--- src/dio_mux_regs.vh ---
// constants for the pin function multiplexer and continuous bit port
// included by dio_event_mux.v and bit_timer.v; definitions only
`ifndef DIO_MUX_REGS_VH
`define DIO_MUX_REGS_VH

// operating state codes, as presented by the mode controller
`define OPM_SLEEP 3'h0
`define OPM_STDBY 3'h1
`define OPM_FS 3'h2
`define OPM_TX 3'h3
`define OPM_RX 3'h4

// 2-bit pin function codes
`define MAP_00 2'h0
`define MAP_01 2'h1
`define MAP_10 2'h2
`define MAP_11 2'h3

// field positions inside pin_function_select_a
`define SELA_PIN0_HI 7
`define SELA_PIN0_LO 6
`define SELA_PIN1_HI 5
`define SELA_PIN1_LO 4
`define SELA_PIN2_HI 3
`define SELA_PIN2_LO 2
`define SELA_PIN3_HI 1
`define SELA_PIN3_LO 0
// field positions inside pin_function_select_b
`define SELB_PIN4_HI 7
`define SELB_PIN4_LO 6
`define SELB_PIN5_HI 5
`define SELB_PIN5_LO 4

// timing: clock period and half bit period in ns
`define CLK_PERIOD_NS 100
`define BIT_HALF_NS 400
`define BIT_HALF_CYC (`BIT_HALF_NS / `CLK_PERIOD_NS)

// buffer size and counter width
`define FIFO_DEPTH 64
`define FIFO_CNT_W 7

`endif

--- src/dio_event_mux.v ---
// event pin multiplexer and continuous-mode synchronous bit port
// assumes status flags come from logic on clk; only event_pin_2 input is external
`timescale 1ns/100ps
`include "dio_mux_regs.vh"

module dio_event_mux #(
	parameter HALF_CYC = `BIT_HALF_CYC,
	parameter FIFO_DEPTH = `FIFO_DEPTH,
	parameter CNT_W = `FIFO_CNT_W
) (
	// clock and reset
	input wire clk,
	input wire srst,
	// configuration
	input wire [7:0] pinFunctionSelectA,
	input wire [7:0] pinFunctionSelectB,
	input wire continuousMode,
	input wire [2:0] opMode,
	input wire bitSyncEnable,
	input wire rcClockSelected,
	// internal status sources
	input wire patternMatchFlag,
	input wire transmitGoFlag,
	input wire receiveGoFlag,
	input wire rssiPreambleFlag,
	input wire payloadCompleteFlag,
	input wire checksumGoodFlag,
	input wire fillThresholdFlag,
	input wire [CNT_W-1:0] fifoCount,
	input wire thermalShiftFlag,
	input wire supplyLowFlag,
	input wire stateSettledFlag,
	input wire synthLockedFlag,
	input wire timeoutFlag,
	input wire referenceClockOutput,
	input wire txLastBitSent,
	// modem bit paths
	input wire demodBit,
	input wire packetTxBit,
	output reg modBit,
	output reg packetRxBit,
	// block enables and frame-sent flag
	output reg packetHandlerEnable,
	output reg fifoAccessEnable,
	output reg bitSyncActive,
	output reg framesentFlag,
	// pins
	output reg eventPin0,
	output reg eventPin1,
	input wire eventPin2In,
	output reg eventPin2Out,
	output reg eventPin2Oe,
	output reg eventPin3,
	output reg eventPin4,
	output reg eventPin5
);

	// operating state decode
	wire inSleep = (opMode == `OPM_SLEEP);
	wire inRx = (opMode == `OPM_RX);
	wire inTx = (opMode == `OPM_TX);
	wire inRxTx = inRx | inTx;
	wire pllOn = inRxTx | (opMode == `OPM_FS);
	wire pktMode = ~continuousMode;

	wire [1:0] sel0 = pinFunctionSelectA[`SELA_PIN0_HI:`SELA_PIN0_LO];
	wire [1:0] sel1 = pinFunctionSelectA[`SELA_PIN1_HI:`SELA_PIN1_LO];
	wire [1:0] sel2 = pinFunctionSelectA[`SELA_PIN2_HI:`SELA_PIN2_LO];
	wire [1:0] sel3 = pinFunctionSelectA[`SELA_PIN3_HI:`SELA_PIN3_LO];
	wire [1:0] sel4 = pinFunctionSelectB[`SELB_PIN4_HI:`SELB_PIN4_LO];
	wire [1:0] sel5 = pinFunctionSelectB[`SELB_PIN5_HI:`SELB_PIN5_LO];

	// pin2 input from the host: two flops before any use
	reg pinSync1_r;
	reg pinSync2_r;
	always @(posedge clk) begin
		if (srst) begin
			pinSync1_r <= 1'b0;
			pinSync2_r <= 1'b0;
		end else begin
			pinSync1_r <= eventPin2In;
			pinSync2_r <= pinSync1_r;
		end
	end

	// synchronizer forced on in packet mode
	wire syncOn = bitSyncEnable | pktMode;

	// demodulator edge detect drives clock recovery
	reg demodPrev_r;
	always @(posedge clk) begin
		if (srst) begin
			demodPrev_r <= 1'b0;
		end else begin
			demodPrev_r <= demodBit;
		end
	end
	wire demodEdge = demodBit ^ demodPrev_r;

	// bit clock runs in continuous-mode transmit, and in receive only with the synchronizer
	wire clkRun = (continuousMode & inTx) | (inRx & syncOn);
	wire clkResync = inRx & demodEdge;
	wire bitClk;
	wire bitRise;
	wire bitFall;

	bit_timer #(
		.HALF_CYC(HALF_CYC),
		.CNT_W(8)
	) u_bit_timer (
		.clk(clk),
		.srst(srst),
		.run(clkRun),
		.resync(clkResync),
		.clkLevel(bitClk),
		.risePulse(bitRise),
		.fallPulse(bitFall)
	);

	// cleaned receive data, updated only on the falling bit clock edge
	reg cleanBit_r;
	always @(posedge clk) begin
		if (srst) begin
			cleanBit_r <= 1'b0;
		end else if (inRx && bitFall) begin
			cleanBit_r <= demodBit;
		end
	end
	// pass on the bit being captured now, so pin2 moves with the pin1 falling edge
	wire cleanNow = (inRx && bitFall) ? demodBit : cleanBit_r;
	wire rxDataBit = syncOn ? cleanNow : demodBit;

	// host transmit data sampled at the rising bit clock edge; the host must keep
	// it stable ahead of that edge, since a two-flop delay sits in front of it
	reg hostTxBit_r;
	always @(posedge clk) begin
		if (srst) begin
			hostTxBit_r <= 1'b0;
		end else if (continuousMode && inTx && bitRise) begin
			hostTxBit_r <= pinSync2_r;
		end
	end

	// frame sent: set on the last shifted bit, dropped when leaving transmit
	reg frameSent_r;
	always @(posedge clk) begin
		if (srst) begin
			frameSent_r <= 1'b0;
		end else if (pktMode && inTx && txLastBitSent) begin
			frameSent_r <= 1'b1;
		end else if (!inTx || continuousMode) begin
			frameSent_r <= 1'b0;
		end
	end

	wire bufPacked = (fifoCount == FIFO_DEPTH[CNT_W-1:0]);
	wire bufVacant = (fifoCount == {CNT_W{1'b0}});
	wire thermSupply = thermalShiftFlag | supplyLowFlag;
	wire refClk = inSleep ? (referenceClockOutput & rcClockSelected) : referenceClockOutput;

	// pin function selection; every branch not listed drives low, except packet-mode pin3, whose default is the buffer-empty state
	reg pin0_nxt;
	reg pin1_nxt;
	reg pin2_nxt;
	reg pin2Oe_nxt;
	reg pin3_nxt;
	reg pin4_nxt;
	reg pin5_nxt;

	always @* begin
		pin0_nxt = 1'b0;
		pin1_nxt = 1'b0;
		pin2_nxt = 1'b0;
		pin2Oe_nxt = 1'b0;
		pin3_nxt = 1'b0;
		pin4_nxt = 1'b0;
		pin5_nxt = 1'b0;
		if (continuousMode) begin
			case (sel0)
				`MAP_00: pin0_nxt = (inRx & patternMatchFlag) | (inTx & transmitGoFlag);
				`MAP_01: pin0_nxt = inRx & rssiPreambleFlag;
				`MAP_10: pin0_nxt = (inRx & receiveGoFlag) | (inTx & transmitGoFlag);
				default: pin0_nxt = 1'b0;
			endcase
			case (sel1)
				`MAP_00: pin1_nxt = clkRun & bitClk;
				`MAP_01: pin1_nxt = inRx & rssiPreambleFlag;
				default: pin1_nxt = 1'b0;
			endcase
			// data pin: device drives in receive, host drives in transmit
			pin2_nxt = inRx & rxDataBit;
			pin2Oe_nxt = inRx;
			case (sel3)
				`MAP_00: pin3_nxt = inRx & timeoutFlag;
				`MAP_01: pin3_nxt = inRx & rssiPreambleFlag;
				`MAP_11: pin3_nxt = ~inSleep & thermSupply;
				default: pin3_nxt = 1'b0;
			endcase
			case (sel4)
				`MAP_00: pin4_nxt = inRxTx & thermSupply;
				`MAP_01: pin4_nxt = pllOn & synthLockedFlag;
				`MAP_10: pin4_nxt = inRx & timeoutFlag;
				`MAP_11: pin4_nxt = ~inSleep & stateSettledFlag;
				default: pin4_nxt = 1'b0;
			endcase
			case (sel5)
				`MAP_00: pin5_nxt = refClk;
				`MAP_01: pin5_nxt = pllOn & synthLockedFlag;
				`MAP_10: pin5_nxt = inRx & rssiPreambleFlag;
				`MAP_11: pin5_nxt = ~inSleep & stateSettledFlag;
				default: pin5_nxt = 1'b0;
			endcase
		end else begin
			case (sel0)
				`MAP_00: pin0_nxt = (inRx & payloadCompleteFlag) | (inTx & frameSent_r);
				`MAP_01: pin0_nxt = inRx & checksumGoodFlag;
				`MAP_11: pin0_nxt = ~inSleep & thermSupply;
				default: pin0_nxt = 1'b0;
			endcase
			case (sel1)
				`MAP_00: pin1_nxt = fillThresholdFlag;
				`MAP_01: pin1_nxt = bufVacant;
				`MAP_10: pin1_nxt = bufPacked;
				default: pin1_nxt = 1'b0;
			endcase
			// packet mode: pin2 is an event output, never the data path
			pin2Oe_nxt = 1'b1;
			case (sel2)
				`MAP_00: pin2_nxt = bufPacked;
				`MAP_01: pin2_nxt = inRx & receiveGoFlag;
				`MAP_10: pin2_nxt = inRx ? timeoutFlag : bufPacked;
				`MAP_11: pin2_nxt = inRx ? patternMatchFlag : bufPacked;
				default: pin2_nxt = 1'b0;
			endcase
			case (sel3)
				`MAP_01: pin3_nxt = inTx & transmitGoFlag;
				default: pin3_nxt = bufVacant;
			endcase
			case (sel4)
				`MAP_00: pin4_nxt = ~inSleep & thermSupply;
				`MAP_01: pin4_nxt = pllOn & synthLockedFlag;
				`MAP_10: pin4_nxt = inRx & timeoutFlag;
				`MAP_11: pin4_nxt = inRx & rssiPreambleFlag;
				default: pin4_nxt = 1'b0;
			endcase
			case (sel5)
				`MAP_00: pin5_nxt = refClk;
				`MAP_01: pin5_nxt = pllOn & synthLockedFlag;
				`MAP_10: pin5_nxt = inRx & rxDataBit;
				`MAP_11: pin5_nxt = ~inSleep & stateSettledFlag;
				default: pin5_nxt = 1'b0;
			endcase
		end
	end

	// registered pins and bit paths
	always @(posedge clk) begin
		if (srst) begin
			eventPin0 <= 1'b0;
			eventPin1 <= 1'b0;
			eventPin2Out <= 1'b0;
			eventPin2Oe <= 1'b0;
			eventPin3 <= 1'b0;
			eventPin4 <= 1'b0;
			eventPin5 <= 1'b0;
			modBit <= 1'b0;
			packetRxBit <= 1'b0;
			packetHandlerEnable <= 1'b0;
			fifoAccessEnable <= 1'b0;
			bitSyncActive <= 1'b0;
			framesentFlag <= 1'b0;
		end else begin
			eventPin0 <= pin0_nxt;
			eventPin1 <= pin1_nxt;
			eventPin2Out <= pin2_nxt;
			eventPin2Oe <= pin2Oe_nxt;
			eventPin3 <= pin3_nxt;
			eventPin4 <= pin4_nxt;
			eventPin5 <= pin5_nxt;
			// modulator takes host bits directly, or the buffer path
			modBit <= continuousMode ? hostTxBit_r : packetTxBit;
			packetRxBit <= pktMode & inRx & cleanBit_r;
			packetHandlerEnable <= pktMode;
			// buffer access is not tied to transmit or receive state
			fifoAccessEnable <= pktMode;
			bitSyncActive <= syncOn;
			framesentFlag <= frameSent_r;
		end
	end

endmodule

--- src/bit_timer.v ---
// half-bit timer that makes the bit clock level and its edge enables
// runs on the single system clock; resync realigns to a data transition
`timescale 1ns/100ps
`include "dio_mux_regs.vh"

module bit_timer #(
	parameter HALF_CYC = `BIT_HALF_CYC,
	parameter CNT_W = 8
) (
	// clock and reset
	input wire clk,
	input wire srst,
	// control
	input wire run,
	input wire resync,
	// bit clock
	output reg clkLevel,
	output reg risePulse,
	output reg fallPulse
);

	reg [CNT_W-1:0] cnt_r;
	localparam [CNT_W-1:0] LAST = HALF_CYC[CNT_W-1:0] - {{(CNT_W-1){1'b0}}, 1'b1};

	always @(posedge clk) begin
		if (srst || !run) begin
			cnt_r <= {CNT_W{1'b0}};
			clkLevel <= 1'b0;
			risePulse <= 1'b0;
			fallPulse <= 1'b0;
		end else if (resync) begin
			// restart the bit with the clock high, so the falling edge lands mid-bit
			cnt_r <= {CNT_W{1'b0}};
			clkLevel <= 1'b1;
			risePulse <= 1'b0;
			fallPulse <= 1'b0;
		end else if (cnt_r == LAST) begin
			cnt_r <= {CNT_W{1'b0}};
			clkLevel <= ~clkLevel;
			risePulse <= ~clkLevel;
			fallPulse <= clkLevel;
		end else begin
			cnt_r <= cnt_r + {{(CNT_W-1){1'b0}}, 1'b1};
			risePulse <= 1'b0;
			fallPulse <= 1'b0;
		end
	end

endmodule

--- config.mk ---
export PLATFORM = sky130hd
export DESIGN_NAME = dio_event_mux
export DESIGN_NICKNAME = d
export VERILOG_FILES = /design/src/dio_event_mux.v /design/src/bit_timer.v
export VERILOG_INCLUDE_DIRS = /design/src
export SDC_FILE = /design/constraint.sdc
export NUM_CORES = 1
export LEC_CHECK = 0
export BUFFER_PORTS_ARGS = -buffer_cell sky130_fd_sc_hd__buf_2
export CORE_MARGIN = 2
export CORE_UTILIZATION = 35
export CTS_CLUSTER_DIAMETER = 150
export CTS_CLUSTER_SIZE = 40
export DETAILED_ROUTE_END_ITERATION = 8
export PLACE_DENSITY = 0.64
export SLEW_MARGIN = 20
export SYNTH_ARGS = -nofsm -noshare
export SYNTH_HDL_FRONTEND = slang
export SYNTH_SLANG_ARGS = --single-unit
--- constraint.sdc ---
create_clock -name clk -period 1.35 [get_ports clk]
set_input_delay 0.0675 -clock clk [delete_from_list [all_inputs] [get_ports clk]]
set_output_delay 0.0675 -clock clk [all_outputs]
set_load 0.05 [all_outputs]
**Word level (Yosys, flattened, before mapping)**

Index checks and enable logic that the tools add are counted.
W data, S select, Z words.

- Flip-flop bits (word level): 29
- Logic and storage cells: 126
- Bits of input ports: 48
- Output and inout bits: 13

- Muxes and demuxes: 28
- Reductions and logical operators: 21
- Bitwise operators: 33
- Add/subtract/negate cells: 1
- Eq/ne operators: 21

Operators by type and width:

| kind | count |
|---|---|
| $and A1 B1 Y1 | 20 |
| $eq A2 B2 Y1 const B | 10 |
| $pmux W1 S4 | 5 |
| $mux W1 | 18 |
| $eq A2 B1 Y1 const B | 6 |
| $logic_not A2 Y1 | 6 |
| $pmux W1 S3 | 4 |
| $add A8 B1 Y8 const B | 1 |
| $eq A8 B2 Y1 const B | 1 |
| $or A1 B1 Y1 | 8 |
| $eq A7 B7 Y1 const B | 1 |
| $logic_not A7 Y1 | 1 |
| $eq A3 B2 Y1 const B | 2 |
| $reduce_or A3 Y1 | 2 |
| $logic_and A1 B1 Y1 | 5 |
| $not A1 Y1 | 4 |
| $reduce_bool A2 Y1 | 2 |
| $eq A3 B3 Y1 const B | 1 |
| $logic_not A3 Y1 | 1 |
| $logic_not A1 Y1 | 2 |
| $logic_or A1 B1 Y1 | 2 |
| $pmux W1 S2 | 1 |
| $xor A1 B1 Y1 | 1 |

**Depth between registers and ports, before layout**

- Depth after elaboration: 7
- Gate-level depth with buffers: 6
- Gate-level depth less buffers: 5

**By module**

Synthesis repeated with hierarchy kept, for this count alone.

- Cell total of the unflattened synthesis: 181
- Area total of the unflattened synthesis: 1566.5 um^2

Modules (own cells, without submodules):

| module | cells an instance | seq. area each (um^2) | area an instance (um^2) | instances |
|---|---|---|---|---|
| dio_event_mux | 134 | 360.3 | 1112.3 | 1 |
| bit_timer | 47 | 220.2 | 454.2 | 1 |

**Least setup slack after synthesis**

OpenSTA, ideal clock, no wires.

- Path type: register -> register
- From: register u_bit_timer.cnt_r[5]
- To: register u_bit_timer.clkLevel
- Buffers on the path: 0
- Required time: 1264 ps
- Clock period less this slack: 1183 ps
- Path slack: 167 ps
- Library setup time: 86 ps
- Arrival time: 1097 ps
- Cell stages (with the launch flop): 5
- Path through: dfxtp_1 > nor4_1 > nand3_1 > xnor2_1 > a211oi_1

- Longest elaborated chain between the ends: 2

Ends and longest elaborated chain:

| what | line | RTL |
|---|---|---|
| start, declared | bit_timer.v:22 | `reg [CNT_W-1:0] cnt_r;` |
| start signal, assigned | bit_timer.v:27 | `cnt_r <= {CNT_W{1'b0}};` |
| start signal, assigned | bit_timer.v:33 | `cnt_r <= {CNT_W{1'b0}};` |
| start signal, assigned | bit_timer.v:38 | `cnt_r <= {CNT_W{1'b0}};` |
| $eq A8 B2 Y1 | bit_timer.v:37 | `end else if (cnt_r == LAST) begin` |
| $reduce_bool A2 Y1 (no line) | - |  |
| end signal, assigned | bit_timer.v:39 | `clkLevel <= ~clkLevel;` |
| end, declared | bit_timer.v:17 | `output reg clkLevel,` |

Every way passes these cells.
A chain may end at the register's enable or synchronous reset.

**Final worst setup path**

- From: register u_bit_timer.cnt_r[7]
- To: register u_bit_timer.fallPulse

- Longest elaborated chain between the ends: 3

Ends and longest elaborated chain:

| what | line | RTL |
|---|---|---|
| $eq A8 B2 Y1 | bit_timer.v:37 |  |
| $not A1 Y1 (no line) | - |  |
| $reduce_or A3 Y1 (no line) | - |  |
| end signal, assigned | bit_timer.v:41 | `fallPulse <= clkLevel;` |
| end, declared | bit_timer.v:19 | `output reg fallPulse` |

Every way passes these cells.

==> reports/results.ini <==
[timing]
fin_crit_sh_pct=92.51
relSlewSlack_pct=77.03
tightest_slew_ns=0.3439
rsz0062_at_grt=no
timing.fmax_mhz=800.7
hold_viol=0
maxSlewViolCount=0
final-setup-viol-count=0
skew_ns=0.005429
period_minus_slack_ns=1.249
setup_ws_ns=0.1011

[worst_setup_path]
cp-start-kind=flop
crit_start=u_bit_timer.cnt_r[7]
cp_data_required_time_ns=1.54
r2r-start=u_bit_timer.cnt_r[7]
crit_arrival_ns=1.44
worstSetupPathType=reg -> reg
worstPathMaxFanout=3
end_kind=flop

[floorplan]
die_w_um=69.06
core_area_um2=4029
die_area_um2=4769
die_h_um=69.06
rows=23
num_io_pins=61
start_util_pct=36.77

[drt]
antenna_left=0
drc=0
wirelength_mm=3.700
drtIter0Drc=47
drt_first_pass_iters=5
viasPerCell=5.199
vias=1487
post_drt_wl_per_cell_um=12.94

[yosys]
synth_edf_count=0
synth_top_family_by_area=simple AND/OR/NAND/NOR gates
netlist_area_um2=1481
yosysTopAreaCell=dfxtp_1
yosys.area_share.simple_pct=30.24
yosysWarningCount=0
ys_seq_area_share_pct=39.19
syn_nets=220
ys_seq_elements=29
ys_top_cells_by_area=dfxtp_1, nor2_1, nand3_1
yosys.area_share.xor_xnor_pct=4.730
yosysTopAreaCellShare_pct=39.19
synth_compound_area_share_pct=17.31
avgSynthCellArea_um2=8.663
synth_adder_area_share_pct=0.8446
synthArstFlopShare_pct=0
netlist-cell-type-count=50
muxShareOfSynthArea_pct=4.223
synth_flop_cell=dfxtp_1
syn_inst=171

[global_route]
grt_usage_pct=15.76
antenna_found_initial=0
grt_max_degree=20
grt_first_pass_wirelength_mm=6.099
grt_overflow_total=0
grt_pass1_vias=1424

[run_status]
status=completed

[cts]
clock_latency_ns=0.28
cts_made_buffers=5
clock_path_buffers=2
cts_num_sinks=29
clkTransAtPathRegs_ns=0.06
cts_tree=built
cts_max_level=2
cts_setup_buffers=0
cts_root_buf=clkbuf_8

[placement]
place.gp.congestion=0.7994
dp_worst_setup_slack_ns=-0.04704
portBuffers=56
hpwl_mm=2.752
placed_area_um2=1844

[finish]
final_area_um2=1977
nets=284
utilization_pct=49.07
regMostFlops=u_bit_timer.cnt_r
nFillCells=425
area_delta_synth_final_pct=33.45
drive_above_1_share_pct=36.86
largest_reg_flops=8
n_antenna_cell=0

[power_and_ir_drop]
ir_drop_v=0.0004005
p_per_area_nw_per_um2=1079
total_power_w=0.002133
p_leak_nw=0.8714

[min_path]
worstHoldStart=eventPin2In
hp-class=in -> reg

[job]
drv_cap=0

-- repair_timing --
action	in CTS	in global routing
hold buffers	0	0
resized for setup	0	3
setup endpoints to repair	0	3
-- worst max-delay path: stages, from the launching register on --
cell and delay [ns]:
dfxtp_2 0.34, nor4_4 0.27, nand3_1 0.19, buf_4 0.18
nor3_1 0.19
-- per-layer routing --
layer,GRT usage (%),routed length [µm],up-vias
met4,5.882,67,0
met5,0,0,-
met2,25.85,1658,52
met3,4.240,195,6
met1,19.71,1779,677
li1,-,-,752
-- report_power, final --
part           switching [W]  internal (W)  leakage (nW)  total [W]
combinational       0.000203      0.000126         0.576   0.000329
sequential        0.00000686      0.000879         0.237   0.000886
clock               0.000318      0.000601        0.0585   0.000918
-- cells in the mapped netlist, types with 4 or more instances --
master	count
o21ai_0	6
nor3_1	8
nor2_1	24
a21oi_1	5
nor2b_1	6
mux2i_1	4
xor2_1	6
nand3_1	11
nand2_1	14
nor4_1	4
dfxtp_1	29
-- final timing paths --
check | to | slack (ns) | cells after the start
worst min-delay path | pinSync1_r | 0.006 | 2
worst max register to register | u_bit_timer.fallPulse | 0.10 | 4
worst min register to register | u_bit_timer.risePulse | 0.43 | 1
worst max-delay path | u_bit_timer.fallPulse | 0.10 | 4
-- kinds of logic after synthesis --
kind of cell | Yosys count
fa+ha+maj | 1
simple gates | 83
flops | 29
mux | 6
xor+xnor | 8
buf+inv | 10
compound gates | 34
-- metrics by stage --
stage	setup TNS, ns	hold WS [ns]	instances
3_3_place_gp	-0.01495	0.2910	278
6_report	0	0.006037	286
5_1_grt	0	0.006177	286
2_1_floorplan	0	0.1957	171
4_1_cts	0	0.002267	286
3_5_place_dp	-0.04704	0.2896	278
-- placed cells by master (no fill, tap or decap), types with 3 or more instances in the layout --
cell,count
a21oi_1,5
o21ai_0,6
nor4_1,3
and3_1,3
inv_1,3
clkbuf_8,6
buf_4,8
nor2_1,24
nor2b_1,6
buf_2,56
mux2i_1,4
dfxtp_1,28
a211oi_1,3
nand3_1,11
nand2_1,14
xor2_1,6
nor3_1,8
-- layout make-up --
cell class	instances	area, µm²	area share, %
Multi-Input combinational cell	132	864.6	43.73
Sequential cell	29	581.8	29.43
Timing Repair Buffer	64	340.3	17.22
Clock buffer	7	86.33	4.367
Tap cell	50	62.56	3.165
Clock inverter	1	30.03	1.519
Inverter	3	11.26	0.5696
Power figures use the tool's default switching activity.
